**src/design/fgc_pkg.sv**
```systemverilog
// Package for the gauge command register bank: offsets, reset values, I2C constants.
// Assumes one 250 MHz clock domain; no outside dependencies.
package fgc_pkg;
   localparam logic [7:0] CMD_RSVD_A = 8'h00;
   localparam logic [7:0] CMD_RSVD_B = 8'h01;
   localparam logic [7:0] CMD_MIN_EMPTY = 8'h03;
   localparam logic [7:0] CMD_REINIT_SAMPLE = 8'h04;
   localparam logic [7:0] CMD_MIN_FULL = 8'h05;
   localparam logic [7:0] CMD_CELL_BETA = 8'h06;
   localparam logic [7:0] CMD_REINIT_NOW = 8'h07;
   localparam logic [7:0] CMD_CELL_TEMP = 8'h08;
   localparam logic [7:0] CMD_CELL_VOLT = 8'h09;
   localparam logic [7:0] CMD_CHG_DIR = 8'h0A;
   localparam logic [7:0] CMD_PACK_ADJ = 8'h0B;
   localparam logic [7:0] CMD_THERM_DLY = 8'h0C;
   localparam logic [7:0] CMD_CHG_PCT = 8'h0D;
   localparam logic [7:0] CMD_AMB_BETA = 8'h0E;
   localparam logic [7:0] CMD_FINE_CHG = 8'h0F;
   localparam logic [7:0] CMD_VERSION = 8'h11;
   localparam logic [7:0] CMD_PROFILE_SEL = 8'h12;
   localparam logic [7:0] CMD_LOW_CHG_ALM = 8'h13;
   localparam logic [7:0] CMD_LOW_VOLT_ALM = 8'h14;
   localparam logic [7:0] CMD_PWR_MODE = 8'h15;
   localparam logic [7:0] CMD_THERM_EN = 8'h16;
   localparam logic [7:0] CMD_CYCLES = 8'h17;
   localparam logic [7:0] CMD_BATT_STATE = 8'h19;
   localparam logic [7:0] CMD_PROFILE_CODE = 8'h1A;

   localparam logic [15:0] RST_MIN_EMPTY = 16'hFFFF;
   localparam logic [15:0] RST_MIN_FULL = 16'hFFFF;
   localparam logic [15:0] RST_BETA = 16'h0D34;
   localparam logic [15:0] RST_CELL_TEMP = 16'h0BA6;
   localparam logic [15:0] RST_THERM_DLY = 16'h001E;
   localparam logic [15:0] RST_PWR_MODE = 16'h0002;
   localparam logic [15:0] RST_BATT_STATE = 16'h00C0;
   localparam logic [15:0] RST_ZERO = 16'h0000;

   localparam logic [15:0] KEY_SAMPLE1 = 16'hAA55;
   localparam logic [15:0] KEY_SAMPLE4 = 16'hAA58;
   localparam logic [15:0] KEY_REINIT = 16'hAA55;

   localparam logic [15:0] PCT_MAX = 16'h0064;
   localparam logic [15:0] FINE_MAX = 16'h03E8;
   localparam logic [15:0] THERM_EN_MASK = 16'h0003;

   localparam logic [6:0] I2C_ADDR = 7'h0B;
   localparam logic [7:0] CRC_POLY = 8'h07;

   localparam int CLK_MHZ = 250;
   localparam int REINIT_TIME_US_X10 = 15;
   // Longest time, exact with no rounding: 1.5 ms at 250 MHz
   localparam int REINIT_CYC = (REINIT_TIME_US_X10 * CLK_MHZ * 100);

   typedef struct packed {
      logic [15:0] volt;
      logic [15:0] pct;
      logic [15:0] fine;
      logic [15:0] min_empty;
      logic [15:0] min_full;
      logic [15:0] cycles;
   } fgc_meas_s;
endpackage : fgc_pkg

```
**src/design/fgc_regs.sv**
```systemverilog
// Gauge command register bank behind an I2C target with CRC-8 protected words.
// Assumes scl/sda pins from outside, estimator values from same-clock logic.
// Function
// - Read-only minutes-to-empty word, resets to all ones.
// - Read-only minutes-to-full word, resets to all ones.
// - Sample command AA55..AA58 re-derives charge from stored sample one to four.
// - Initialise command AA55 re-derives charge from stored sample one, as sample command AA55 does.
// - Cell temperature in 0.1 K, reset 0x0BA6, host may write it.
// - Thermistor delay adjust word, read/write, resets to 0x001E.
// - Charge percent 0 to 100, read/write.
// - Read-only fine charge indicator, 0 to 1000 tenths.
// - Two thermistor beta words, read/write, reset 0x0D34.
// - Low charge alarm level, zero disables, reset zero.
// - Low voltage alarm level in mV, zero disables, reset zero.
// - Thermistor enable bits zero and one, reset zero.
// - Battery state word read/write, resets to 0x00C0.
// - Read-only version word.
// - I2C target at address 0001011, bytes 0x16 and 0x17.
// - Written words without correct CRC-8 are discarded.
// - Target never stretches SCL; host still waits for it.
// - Charge re-initialisation completes within 1.5 ms.
`timescale 1ns/1ps
`default_nettype none
module fgc_regs #(
   parameter logic [15:0] VERSION_CODE = 16'h1234, // Arbitrary value
   parameter logic [15:0] PROFILE_CODE = 16'h0001, // Arbitrary value
   parameter int REINIT_CYC = fgc_pkg::REINIT_CYC
) (
   input wire logic i_mclk,
   input wire logic i_rst_n,
   input wire logic i_scl,
   input wire logic i_sda,
   input wire fgc_pkg::fgc_meas_s i_meas,
   input wire logic [15:0] i_reinit_pct,
   input wire logic i_meas_valid,
   output logic o_scl_oe,
   output logic o_sda_oe,
   output logic o_sda_o,
   output logic [1:0] o_reinit_src,
   output logic o_reinit_req,
   output logic [15:0] o_cell_beta,
   output logic [15:0] o_amb_beta,
   output logic [15:0] o_cell_temp,
   output logic [15:0] o_chg_dir,
   output logic [15:0] o_pack_adj,
   output logic [15:0] o_therm_dly,
   output logic [15:0] o_profile_sel,
   output logic [15:0] o_low_chg_alm,
   output logic [15:0] o_low_volt_alm,
   output logic [15:0] o_pwr_mode,
   output logic [1:0] o_therm_en,
   output logic [15:0] o_batt_state,
   output logic [15:0] o_chg_pct
);
   typedef enum logic [2:0] {
      ST_IDLE = 3'b000,
      ST_RX = 3'b001,
      ST_ACK = 3'b010,
      ST_TX = 3'b011,
      ST_TXACK = 3'b100,
      ST_SKIP = 3'b101
   } fgc_st_e;

   // Pins cross in through two flops before any use
   logic [1:0] scl_sync;
   logic [1:0] sda_sync;
   logic scl_d;
   logic sda_d;
   always_ff @(posedge i_mclk) begin
      if (!i_rst_n) begin
         scl_sync <= 2'b11;
         sda_sync <= 2'b11;
         scl_d <= 1'b1;
         sda_d <= 1'b1;
      end else begin
         scl_sync <= {scl_sync[0], i_scl};
         sda_sync <= {sda_sync[0], i_sda};
         scl_d <= scl_sync[1];
         sda_d <= sda_sync[1];
      end
   end
   wire scl_s = scl_sync[1];
   wire sda_s = sda_sync[1];
   wire scl_rise = scl_s & ~scl_d;
   wire scl_fall = ~scl_s & scl_d;
   wire start_c = scl_s & scl_d & sda_d & ~sda_s;
   wire stop_c = scl_s & scl_d & ~sda_d & sda_s;

   function automatic logic [7:0] crc8(input logic [7:0] c, input logic [7:0] b);
      logic [7:0] r;
      r = c ^ b;
      for (int i = 0; i < 8; i++) begin
         r = r[7] ? ((r << 1) ^ fgc_pkg::CRC_POLY) : (r << 1);
      end
      return r;
   endfunction : crc8

   fgc_st_e st;
   logic [2:0] bit_cnt;
   logic [7:0] shreg;
   logic [2:0] byte_idx;
   logic is_read;
   logic [7:0] cmd;
   logic [7:0] crc;
   logic [15:0] wdata;
   logic [15:0] rdata;
   logic [7:0] tx_byte;
   logic rx_armed;
   logic wr_commit;
   logic [15:0] rd_word;
   logic [15:0] minutes_to_empty;
   logic [15:0] minutes_to_full;
   logic [15:0] cell_thermistor_beta;
   logic [15:0] ambient_thermistor_beta;
   logic [15:0] cell_temperature;
   logic [15:0] cell_voltage;
   logic [15:0] charge_direction;
   logic [15:0] pack_adjust_param;
   logic [15:0] thermistor_delay_adjust;
   logic [15:0] charge_percent;
   logic [15:0] fine_charge_indicator;
   logic [15:0] profile_select;
   logic [15:0] low_charge_alarm_level;
   logic [15:0] low_voltage_alarm_level;
   logic [15:0] power_mode_select;
   logic [1:0] thermistor_enable_bits;
   logic [15:0] cycle_counter;
   logic [15:0] battery_state_word;
   logic [31:0] reinit_timer;

   always_comb begin
      rd_word = 16'h0000;
      case (cmd)
         fgc_pkg::CMD_MIN_EMPTY: rd_word = minutes_to_empty;
         fgc_pkg::CMD_MIN_FULL: rd_word = minutes_to_full;
         fgc_pkg::CMD_CELL_BETA: rd_word = cell_thermistor_beta;
         fgc_pkg::CMD_CELL_TEMP: rd_word = cell_temperature;
         fgc_pkg::CMD_CELL_VOLT: rd_word = cell_voltage;
         fgc_pkg::CMD_CHG_DIR: rd_word = charge_direction;
         fgc_pkg::CMD_PACK_ADJ: rd_word = pack_adjust_param;
         fgc_pkg::CMD_THERM_DLY: rd_word = thermistor_delay_adjust;
         fgc_pkg::CMD_CHG_PCT: rd_word = charge_percent;
         fgc_pkg::CMD_AMB_BETA: rd_word = ambient_thermistor_beta;
         fgc_pkg::CMD_FINE_CHG: rd_word = fine_charge_indicator;
         fgc_pkg::CMD_VERSION: rd_word = VERSION_CODE;
         fgc_pkg::CMD_PROFILE_SEL: rd_word = profile_select;
         fgc_pkg::CMD_LOW_CHG_ALM: rd_word = low_charge_alarm_level;
         fgc_pkg::CMD_LOW_VOLT_ALM: rd_word = low_voltage_alarm_level;
         fgc_pkg::CMD_PWR_MODE: rd_word = power_mode_select;
         fgc_pkg::CMD_THERM_EN: rd_word = {14'h0, thermistor_enable_bits};
         fgc_pkg::CMD_CYCLES: rd_word = cycle_counter;
         fgc_pkg::CMD_BATT_STATE: rd_word = battery_state_word;
         fgc_pkg::CMD_PROFILE_CODE: rd_word = PROFILE_CODE;
         default: rd_word = 16'h0000;
      endcase
   end

   always_comb begin
      case (byte_idx)
         3'd2: tx_byte = rdata[7:0];
         3'd3: tx_byte = rdata[15:8];
         default: tx_byte = crc;
      endcase
   end

   // byte engine; write bytes: addr, cmd, lo, hi, crc
   always_ff @(posedge i_mclk) begin
      if (!i_rst_n) begin
         st <= ST_IDLE;
         bit_cnt <= 3'd0;
         shreg <= 8'h00;
         byte_idx <= 3'd0;
         is_read <= 1'b0;
         cmd <= 8'h00;
         crc <= 8'h00;
         wdata <= 16'h0000;
         rdata <= 16'h0000;
         rx_armed <= 1'b0;
         wr_commit <= 1'b0;
         o_sda_oe <= 1'b0;
         o_sda_o <= 1'b0;
      end else begin
         wr_commit <= 1'b0;
         if (start_c) begin
            st <= ST_RX;
            bit_cnt <= 3'd0;
            rx_armed <= 1'b0;
            byte_idx <= 3'd0;
            o_sda_oe <= 1'b0;
            // Repeated start keeps the running CRC only after the command byte of a write; any other start clears it
            if (byte_idx != 3'd2 || is_read) begin
               crc <= 8'h00;
            end
         end else if (stop_c) begin
            st <= ST_IDLE;
            o_sda_oe <= 1'b0;
         end else begin
            case (st)
               ST_IDLE: o_sda_oe <= 1'b0;
               ST_RX: begin
                  if (scl_rise) begin
                     shreg <= {shreg[6:0], sda_s};
                     bit_cnt <= bit_cnt + 3'd1;
                     rx_armed <= 1'b1;
                  end
                  // The clock fall of a start condition carries no bit and must not end a byte
                  if (scl_fall && bit_cnt == 3'd0 && rx_armed) begin
                     rx_armed <= 1'b0;
                     st <= ST_ACK;
                     o_sda_oe <= 1'b1;
                     crc <= crc8(crc, shreg);
                     if (byte_idx == 3'd0) begin
                        is_read <= shreg[0];
                        if (shreg[7:1] != fgc_pkg::I2C_ADDR) begin
                           o_sda_oe <= 1'b0;
                           st <= ST_SKIP;
                        end
                     end else if (byte_idx == 3'd1) begin
                        cmd <= shreg;
                     end else if (byte_idx == 3'd2) begin
                        wdata[7:0] <= shreg;
                     end else if (byte_idx == 3'd3) begin
                        wdata[15:8] <= shreg;
                     end else if (byte_idx == 3'd4) begin
                        wr_commit <= (shreg == crc);
                     end
                  end
               end
               ST_ACK: begin
                  if (scl_fall) begin
                     o_sda_oe <= 1'b0;
                     byte_idx <= byte_idx + 3'd1;
                     if (byte_idx == 3'd0 && is_read) begin
                        byte_idx <= 3'd2;
                        rdata <= rd_word;
                        st <= ST_TX;
                        o_sda_oe <= ~rd_word[7];
                        bit_cnt <= 3'd1;
                     end else begin
                        st <= (byte_idx >= 3'd4) ? ST_SKIP : ST_RX;
                     end
                  end
               end
               ST_TX: begin
                  if (scl_fall) begin
                     bit_cnt <= bit_cnt + 3'd1;
                     if (bit_cnt == 3'd0) begin
                        o_sda_oe <= 1'b0;
                        crc <= crc8(crc, tx_byte);
                        st <= ST_TXACK;
                     end else begin
                        o_sda_oe <= ~tx_byte[3'd7 - bit_cnt];
                     end
                  end
               end
               ST_TXACK: begin
                  if (scl_rise && sda_s) begin
                     st <= ST_SKIP;
                  end else if (scl_fall) begin
                     byte_idx <= byte_idx + 3'd1;
                     st <= (byte_idx >= 3'd4) ? ST_SKIP : ST_TX;
                     o_sda_oe <= ~((byte_idx == 3'd2) ? rdata[15] : crc[7]);
                     bit_cnt <= 3'd1;
                  end
               end
               ST_SKIP: o_sda_oe <= 1'b0;
               default: st <= ST_IDLE;
            endcase
         end
      end
   end

   // never stretches: every byte answers in time
   always_ff @(posedge i_mclk) begin
      if (!i_rst_n) begin
         o_scl_oe <= 1'b0;
      end else begin
         o_scl_oe <= 1'b0;
      end
   end

   wire wr_cmd = wr_commit;

   always_ff @(posedge i_mclk) begin
      if (!i_rst_n) begin
         minutes_to_empty <= fgc_pkg::RST_MIN_EMPTY;
         minutes_to_full <= fgc_pkg::RST_MIN_FULL;
         fine_charge_indicator <= fgc_pkg::RST_ZERO;
         cell_voltage <= fgc_pkg::RST_ZERO;
         cycle_counter <= fgc_pkg::RST_ZERO;
      end else if (i_meas_valid) begin
         minutes_to_empty <= i_meas.min_empty;
         minutes_to_full <= i_meas.min_full;
         fine_charge_indicator <= (i_meas.fine > fgc_pkg::FINE_MAX) ? fgc_pkg::FINE_MAX : i_meas.fine;
         cell_voltage <= i_meas.volt;
         cycle_counter <= i_meas.cycles;
      end
   end

   // re-init request, answer awaited at most REINIT_CYC
   // The estimator keeps the power-up samples; only the sample index leaves here
   always_ff @(posedge i_mclk) begin
      if (!i_rst_n) begin
         o_reinit_req <= 1'b0;
         o_reinit_src <= 2'd0;
         reinit_timer <= 32'd0;
      end else begin
         o_reinit_req <= 1'b0;
         if (reinit_timer != 32'd0) begin
            reinit_timer <= reinit_timer - 32'd1;
         end
         if (wr_cmd && cmd == fgc_pkg::CMD_REINIT_SAMPLE && wdata >= fgc_pkg::KEY_SAMPLE1
             && wdata <= fgc_pkg::KEY_SAMPLE4) begin
            o_reinit_req <= 1'b1;
            o_reinit_src <= 2'(wdata - fgc_pkg::KEY_SAMPLE1);
            reinit_timer <= 32'(REINIT_CYC);
         end else if (wr_cmd && cmd == fgc_pkg::CMD_REINIT_NOW && wdata == fgc_pkg::KEY_REINIT) begin
            o_reinit_req <= 1'b1;
            o_reinit_src <= 2'd0;
            reinit_timer <= 32'(REINIT_CYC);
         end
      end
   end

   always_ff @(posedge i_mclk) begin
      if (!i_rst_n) begin
         cell_thermistor_beta <= fgc_pkg::RST_BETA;
         ambient_thermistor_beta <= fgc_pkg::RST_BETA;
         cell_temperature <= fgc_pkg::RST_CELL_TEMP;
         charge_direction <= fgc_pkg::RST_ZERO;
         pack_adjust_param <= fgc_pkg::RST_ZERO;
         thermistor_delay_adjust <= fgc_pkg::RST_THERM_DLY;
         profile_select <= fgc_pkg::RST_ZERO;
         low_charge_alarm_level <= fgc_pkg::RST_ZERO;
         low_voltage_alarm_level <= fgc_pkg::RST_ZERO;
         power_mode_select <= fgc_pkg::RST_PWR_MODE;
         thermistor_enable_bits <= 2'b00;
         battery_state_word <= fgc_pkg::RST_BATT_STATE;
      end else if (wr_cmd) begin
         case (cmd)
            fgc_pkg::CMD_CELL_BETA: cell_thermistor_beta <= wdata;
            fgc_pkg::CMD_AMB_BETA: ambient_thermistor_beta <= wdata;
            fgc_pkg::CMD_CELL_TEMP: cell_temperature <= wdata;
            fgc_pkg::CMD_CHG_DIR: charge_direction <= wdata;
            fgc_pkg::CMD_PACK_ADJ: pack_adjust_param <= wdata;
            fgc_pkg::CMD_THERM_DLY: thermistor_delay_adjust <= wdata;
            fgc_pkg::CMD_PROFILE_SEL: profile_select <= wdata;
            fgc_pkg::CMD_LOW_CHG_ALM: low_charge_alarm_level <= wdata;
            fgc_pkg::CMD_LOW_VOLT_ALM: low_voltage_alarm_level <= wdata;
            fgc_pkg::CMD_PWR_MODE: power_mode_select <= wdata;
            fgc_pkg::CMD_THERM_EN: thermistor_enable_bits <= wdata[1:0];
            fgc_pkg::CMD_BATT_STATE: battery_state_word <= wdata;
            default: ;
         endcase
      end
   end

   // charge percent: host write, or re-init result, clamped to 100
   always_ff @(posedge i_mclk) begin
      if (!i_rst_n) begin
         charge_percent <= fgc_pkg::RST_ZERO;
      end else if (wr_cmd && cmd == fgc_pkg::CMD_CHG_PCT) begin
         charge_percent <= (wdata > fgc_pkg::PCT_MAX) ? fgc_pkg::PCT_MAX : wdata;
      end else if (i_meas_valid) begin
         charge_percent <= (i_reinit_pct > fgc_pkg::PCT_MAX) ? fgc_pkg::PCT_MAX : i_reinit_pct;
      end
   end

   always_ff @(posedge i_mclk) begin
      if (!i_rst_n) begin
         o_cell_beta <= fgc_pkg::RST_BETA;
         o_amb_beta <= fgc_pkg::RST_BETA;
         o_cell_temp <= fgc_pkg::RST_CELL_TEMP;
         o_chg_dir <= fgc_pkg::RST_ZERO;
         o_pack_adj <= fgc_pkg::RST_ZERO;
         o_therm_dly <= fgc_pkg::RST_THERM_DLY;
         o_profile_sel <= fgc_pkg::RST_ZERO;
         o_low_chg_alm <= fgc_pkg::RST_ZERO;
         o_low_volt_alm <= fgc_pkg::RST_ZERO;
         o_pwr_mode <= fgc_pkg::RST_PWR_MODE;
         o_therm_en <= 2'b00;
         o_batt_state <= fgc_pkg::RST_BATT_STATE;
         o_chg_pct <= fgc_pkg::RST_ZERO;
      end else begin
         o_cell_beta <= cell_thermistor_beta;
         o_amb_beta <= ambient_thermistor_beta;
         o_cell_temp <= cell_temperature;
         o_chg_dir <= charge_direction;
         o_pack_adj <= pack_adjust_param;
         o_therm_dly <= thermistor_delay_adjust;
         o_profile_sel <= profile_select;
         o_low_chg_alm <= low_charge_alarm_level;
         o_low_volt_alm <= low_voltage_alarm_level;
         o_pwr_mode <= power_mode_select;
         o_therm_en <= thermistor_enable_bits;
         o_batt_state <= battery_state_word;
         o_chg_pct <= charge_percent;
      end
   end
endmodule : fgc_regs
`default_nettype wire

```
**config.mk**
```make
export PLATFORM = sky130hd
export DESIGN_NAME = fgc_regs
export DESIGN_NICKNAME = d
export VERILOG_FILES = /design/src/design/fgc_pkg.sv /design/src/design/fgc_regs.sv
export SDC_FILE = /design/constraint.sdc
export NUM_CORES = 1
export LEC_CHECK = 0
export BUFFER_PORTS_ARGS = -buffer_cell sky130_fd_sc_hd__buf_2
export CORE_MARGIN = 8
export CORE_UTILIZATION = 40
export CTS_CLUSTER_DIAMETER = 50
export DETAILED_ROUTE_END_ITERATION = 10
export PLACE_DENSITY = 0.66
export SYNTH_ARGS = -nofsm -noshare
export SYNTH_HDL_FRONTEND = slang
export SYNTH_SLANG_ARGS = --single-unit
```
**constraint.sdc**
```tcl
create_clock -name i_mclk -period 2.9 [get_ports i_mclk]
set_clock_uncertainty 0.2 [all_clocks]
set_input_delay 0.29 -clock i_mclk [delete_from_list [all_inputs] [get_ports i_mclk]]
set_output_delay 0.29 -clock i_mclk [all_outputs]
set_load 0.02 [all_outputs]
```
# After elaboration in Yosys (flattened, before gate mapping)
# Index checks and enable logic that the tools add are counted.
[classes]
bitwise_logic = 42
eq_ne = 55
magnitude_cmp = 7
n_mux = 75
n_addsub = 4
n_reduce_logical = 50
[op_table]
columns = ["operator", "count"]
rows = [
  ["case mux 16 bit (20 select lines)", 1],
  ["two-way mux 3 bit", 37],
  ["two-way mux 16 bit", 5],
  ["== test 8 x 5 -> 1 bit (second input constant)", 9],
  ["== test 8 x 4 -> 1 bit (second input constant)", 8],
  ["two-way mux 8 bit", 6],
  ["inverter 3 bit", 16],
  ["== test 8 x 3 -> 1 bit (second input constant)", 4],
  ["> comparator 16 x 7 -> 1 bit (second input constant)", 2],
  ["case mux 8 bit (2 select lines)", 2],
  ["AND reduction 6 bit", 5],
  ["AND reduction 2 bit", 12],
  ["inequality test 2 bit (second input constant)", 9],
  ["two-way mux 1 bit", 17],
  ["inverter 1 bit", 17],
  ["== test 16 bit (second input constant)", 1],
  ["greater-or-equal comparator 16 bit (second input constant)", 1],
  ["> comparator 16 x 10 -> 1 bit (second input constant)", 1],
  ["less-or-equal comparator 16 bit (second input constant)", 1],
  ["inequality test 4 bit (second input constant)", 4],
  ["AND reduction 8 bit", 2],
  ["XOR 8 bit", 2],
  ["case mux 3 bit (5 select lines)", 1],
  ["AND reduction 5 bit", 3],
  ["other kinds (35)", 67],
]
[totals]
out_inout_bits = 200
regBits = 546

# Longest topological paths before layout
[depth]
depth_word = 24
ltp_mapped = 10

# Least setup slack after synthesis
# Ideal clock, no wire load.
[synth_path]
kind = "flip-flop to flip-flop"
from = "register byte_idx[0]"
to = "register crc[5]"
path_buffers = 1
arrival_ps = 2110
setup_ps = 78
path_stages_with_launch = 9
setup_slack_ps = 512
path_cell_list = "dfxtp_1 ha_1 ha_1 buf_2 a22oi_1 xnor2_1 xnor3_1 o31a_1 nor3_1"
[synth_via]
elab_chain_len = 13
elab_cells_between_ends = 18
[synth_lines]
columns = ["item", "line_no", "source"]
rows = [
  ["start: declaration", "fgc_regs.sv:101", "logic [2:0] byte_idx;"],
  ["start signal: assignment", "fgc_regs.sv:232", "byte_idx <= byte_idx + 3'd1;"],
  ["start signal: assignment", "fgc_regs.sv:260", "byte_idx <= byte_idx + 3'd1;"],
  ["== test 3 x 2 -> 1 bit", "fgc_regs.sv:159", "case (byte_idx)"],
  ["case mux 8 bit (2 select lines)", "fgc_regs.sv:159", ""],
  ["XOR 8 bit", "fgc_regs.sv:91", "r = c ^ b;"],
  ["two-way mux 3 bit", "fgc_regs.sv:93", "r = r[7] ? ((r << 1) ^ fgc_pkg::CRC_POLY) : (r << 1);"],
  ["inverter 3 bit (no source line)", "-", ""],
  ["two-way mux 3 bit", "fgc_regs.sv:93", ""],
  ["inverter 3 bit (no source line)", "-", ""],
  ["two-way mux 3 bit", "fgc_regs.sv:93", ""],
  ["two-way mux 8 bit", "fgc_regs.sv:247", "if (bit_cnt == 3'd0) begin"],
  ["two-way mux 8 bit", "fgc_regs.sv:245", "if (scl_fall) begin"],
  ["case mux 8 bit (2 select lines)", "fgc_regs.sv:198", "case (st)"],
  ["two-way mux 8 bit", "fgc_regs.sv:194", "end else if (stop_c) begin"],
  ["two-way mux 8 bit", "fgc_regs.sv:184", "if (start_c) begin"],
  ["end signal: assignment", "fgc_regs.sv:211", "crc <= crc8(crc, shreg);"],
  ["end signal: assignment", "fgc_regs.sv:249", "crc <= crc8(crc, tx_byte);"],
  ["end: declaration", "fgc_regs.sv:104", "logic [7:0] crc;"],
]
# Parallel ways exist; a longest one is shown, timed or not. The select of a mux whose other input is x is not followed.
# A chain may end at the register's enable or synchronous reset.

# Worst setup path in the final report
[layout_path]
from = "register cmd[3]"
to = "register rdata[6]"
[layout_via]
elab_chain_len = 2
elab_cells_between_ends = 21
[layout_lines]
columns = ["item", "line_no", "source"]
rows = [
  ["start: declaration", "fgc_regs.sv:103", "logic [7:0] cmd;"],
  ["start signal: assignment", "fgc_regs.sv:219", "cmd <= shreg;"],
  ["== test 8 x 5 -> 1 bit (tied with other cells)", "fgc_regs.sv:133", "case (cmd)"],
  ["case mux 16 bit (20 select lines) (*)", "fgc_regs.sv:133", ""],
  ["end signal: assignment", "fgc_regs.sv:235", "rdata <= rd_word;"],
  ["end: declaration", "fgc_regs.sv:106", "logic [15:0] rdata;"],
]
# Mark *: on every way between the ends. The rest lies on a longest branch, timed or not.

==> metrics.md <==
| Metric | Value |
|---|---|
| R2R depth | 8 |
| CTS Sinks | 546 |
| Async S/R FF share, synth | 0% |
| Routed vias/inst | between 5 and 6 |
| R2R Setup Slk | roughly 0.025 ns |
| Die area | around 62000 sq um |
| CP startpoint kind | flip-flop |
| Num CTS Buffers | between 60 and 70 |
| Cell area after placement | about 25000 sq um |
| Finish-stage setup viols | 0 |
| Die span in y | about 250 um |
| Syn. warnings | 0 |
| Clock buffer depth | 3 |
| Pins Over Slew Limit | 0 |
| Cell Rows | 85 |
| Final HPWL DP | roughly 66000 um |
| Reg clk slew, reported paths | ~0.060 ns |
| CP endpoint | rdata[6]$_SDFFE_PN0P_ |
| Port Buf Inserts | ~300 |
| CP required | 3.29 ns |
| Endpoints failing hold | 0 |
| Leakage | between 10 and 15 nW |
| First-pass GRT wire length | 130000 um |
| Cell Pwr Density | between 500 and 600 nW/um^2 |
| Initial antenna violation count | 3 |
| Fmax | roughly 350 MHz |
| Detailed Route WL | about 89000 um |
| Mapped Area | between 20000 and 25000 sq um |
| VDD IR max | between 0.0004 and 0.0005 V |
| Detail Route Antenna Nets | 0 |
| Synth cell types | ~90 |
| Post-Syn Instances | between 2000 and 2500 |
| Final worst-path cycle share | approximately 100% |
| RePlAce Congestion | 1.01 |
| Starting density of the core | between 40 and 50% |
| Status | finished clean |
| Setup_tns | 0 ns |
| Fin worst setup slack | around 0.025 ns |
| P&R area growth vs syn | 27.6% |
| Post-Syn Area per Cell | ~9.4 sq um |
| Maxcap violations | 0 |
| Slew HR | around two fifths |
| Share of layout cells above drive strength 1 | between 20% and 30% |
| Via count | approximately 20000 |
| Skew-Pair Late Insertion Delay | 0.66 ns |
| # IOs | roughly 320 |
| Number of synthesized flops with an enable pin | 0 |
| RSZ-0062 raised after global routing | false |
| Drt pass-1 iters | 8 |
| Nets | approximately 2900 |
| Finished Cell Area | between 20000 and 30000 sq um |
| Number of synthesized register bits | around 550 |
| Vias in the first global route | 19203 |
| Worst hold path class | input pin to flip-flop |
| Congestion Overflow GR | 0 |
| Worst EP arrival | ~3.3 ns |
| Core Region | between 50000 and 60000 sq um |
| Final std cells w/o fill | 3515 |
| WL/cell | 25.4 um |
| Crit end category | flip-flop |
| RR Endpoint | rdata[6]$_SDFFE_PN0P_ |
| Largest net degree at the start of global routing | 117 |
| Critical Path Source | cmd[3]$_SDFFE_PN0P_ |
| Main flop type after synthesis | dfxtp_1 |
| Sequential fraction of the synthesis area | between 40% and 50% |
| Crit-path max FO | 7 |
| Worst slew pin tran | ~0.9 ns |
| Dpl ws | -0.104 ns |
| Total GRT Usage | 27.4% |
| Post-Route Utilization | a little over 50% |
| Remaining DRCs | 0 |
| Fin crit period | 2.88 ns |
| Critical path class | flip-flop to flip-flop |
| DR iter-0 viols | roughly 2200 |
| Hold slack | roughly 0.042 ns |
| Die width | ~250 um |
| CTS H-tree lvls | 2 |
| Pwr Total | 16.0 mW |
| Post-Place Cells | ~3300 |
| Reg-to-reg startpoint | cmd[3]$_SDFFE_PN0P_ |
| Root Buffer | clkbuf_16 |
| CTS tree | built |
cell families after synthesis:
group | after synthesis | synth area share, %
adders and majority gates | 14 | 0.789
DFF | 546 | 50.0
other | 1 | 0.0171
muxes | 205 | 9.51
xor gates and xnor gates | 39 | 1.88
and+or+nand+nor | 946 | 22.3
buffers and inverters | 202 | 4.02
AOI/OAI and AO/OA | 375 | 11.6
worst min path at each step:
stage                           startpoint                               to  cells after the start
floorplan           scl_sync[0]$_SDFF_PN1_           scl_sync[1]$_SDFF_PN1_                      1
global placement    scl_sync[0]$_SDFF_PN1_           scl_sync[1]$_SDFF_PN1_                      1
detailed placement  sda_sync[0]$_SDFF_PN1_           sda_sync[1]$_SDFF_PN1_                      1
CTS                           i_meas_valid  minutes_to_full[1]$_SDFFE_PN1P_                      3
global route                  i_meas_valid  minutes_to_full[1]$_SDFFE_PN1P_                      3
finish                        i_meas_valid  minutes_to_full[1]$_SDFFE_PN1P_                      3
power breakdown:
group | leakage (nW) | total, mW | internal [mW] | switching (mW)
logic | 6.71 | 0.530 | 0.237 | 0.293
registers | 4.42 | 7.66 | 7.57 | 0.0818
clock network | 0.999 | 7.80 | 4.53 | 3.27
total | 12.1 | 16.0 | 12.3 | 3.65
worst max-delay path, stage by stage, from the launching register on:
cell,delay [ns]
dfxtp_1,0.38
buf_4,0.25
nor4b_4,0.49
nand2_1,0.24
buf_4,0.21
o21ai_0,0.55
a222oi_1,0.17
nand3_1,0.17
a22o_1,0.15
metal layers:
layer | global-route usage (%) | routed length, um | up-vias | share of wire (%)
li1 | - | - | 8983 | -
met1 | 36.8 | 37900 | 9595 | 42
met2 | 42.2 | 39300 | 1076 | 44
met3 | 6.44 | 8500 | 192 | 9.5
met4 | 10.5 | 3620 | 2 | 4.1
met5 | 0 | 13 | - | 0.015
cell usage after synthesis (all sizes together) (23+ instances only):
library cell / number / area [sq um]
nor3: 35 / 225
nand2: 282 / 1070
o21ai: 51 / 255
a22oi: 35 / 263
and2: 178 / 1110
and3: 25 / 156
dfxtp: 546 / 10900
xnor2: 24 / 210
mux2i: 200 / 2000
nand3: 78 / 418
inv: 23 / 86.3
a21oi: 115 / 576
nand2b: 43 / 269
nor2: 204 / 778
clkbuf: 112 / 420
a22o: 29 / 254
buf: 66 / 368
timing repair:
item	in CTS	in global routing
gates resized for setup	1	8
cloned	0	0
hold buffers	93	0
setup buffers	0	0
endpoints found under the hold margin	112	0
pin swaps	0	0
setup endpoints to repair	1	28
layout by cell type (no fill, tap or decap), drive strengths merged, types with 16 or more instances in the layout:
| cell | Yosys | final |
|---|---|---|
| nand2 | 282 | 282 |
| nor3 | 35 | 35 |
| o21ai | 51 | 51 |
| inv | 23 | 29 |
| xnor2 | 24 | 24 |
| a22oi | 35 | 35 |
| dfxtp | 546 | 546 |
| dlygate4sd3 | 0 | 93 |
| a21oi | 115 | 115 |
| a22o | 29 | 29 |
| and3 | 25 | 25 |
| buf | 66 | 464 |
| nand4 | 17 | 17 |
| and2 | 178 | 178 |
| nand3 | 78 | 78 |
| mux2i | 200 | 200 |
| clkbuf | 112 | 89 |
| nand2b | 43 | 43 |
| a221oi | 16 | 16 |
| o211ai | 19 | 19 |
| nor2 | 204 | 204 |
final cells by class:
class	instances	area (sq um)
antenna	1	2.50
inverter	24	95.1
sequential	546	10900
multi-input combinational	1581	10100
tap	696	871
timing repair buffer	557	3810
clock buffer	89	1800
clock inverter	21	279
fill	4923	26000
(Power assumes the default switching activity.)
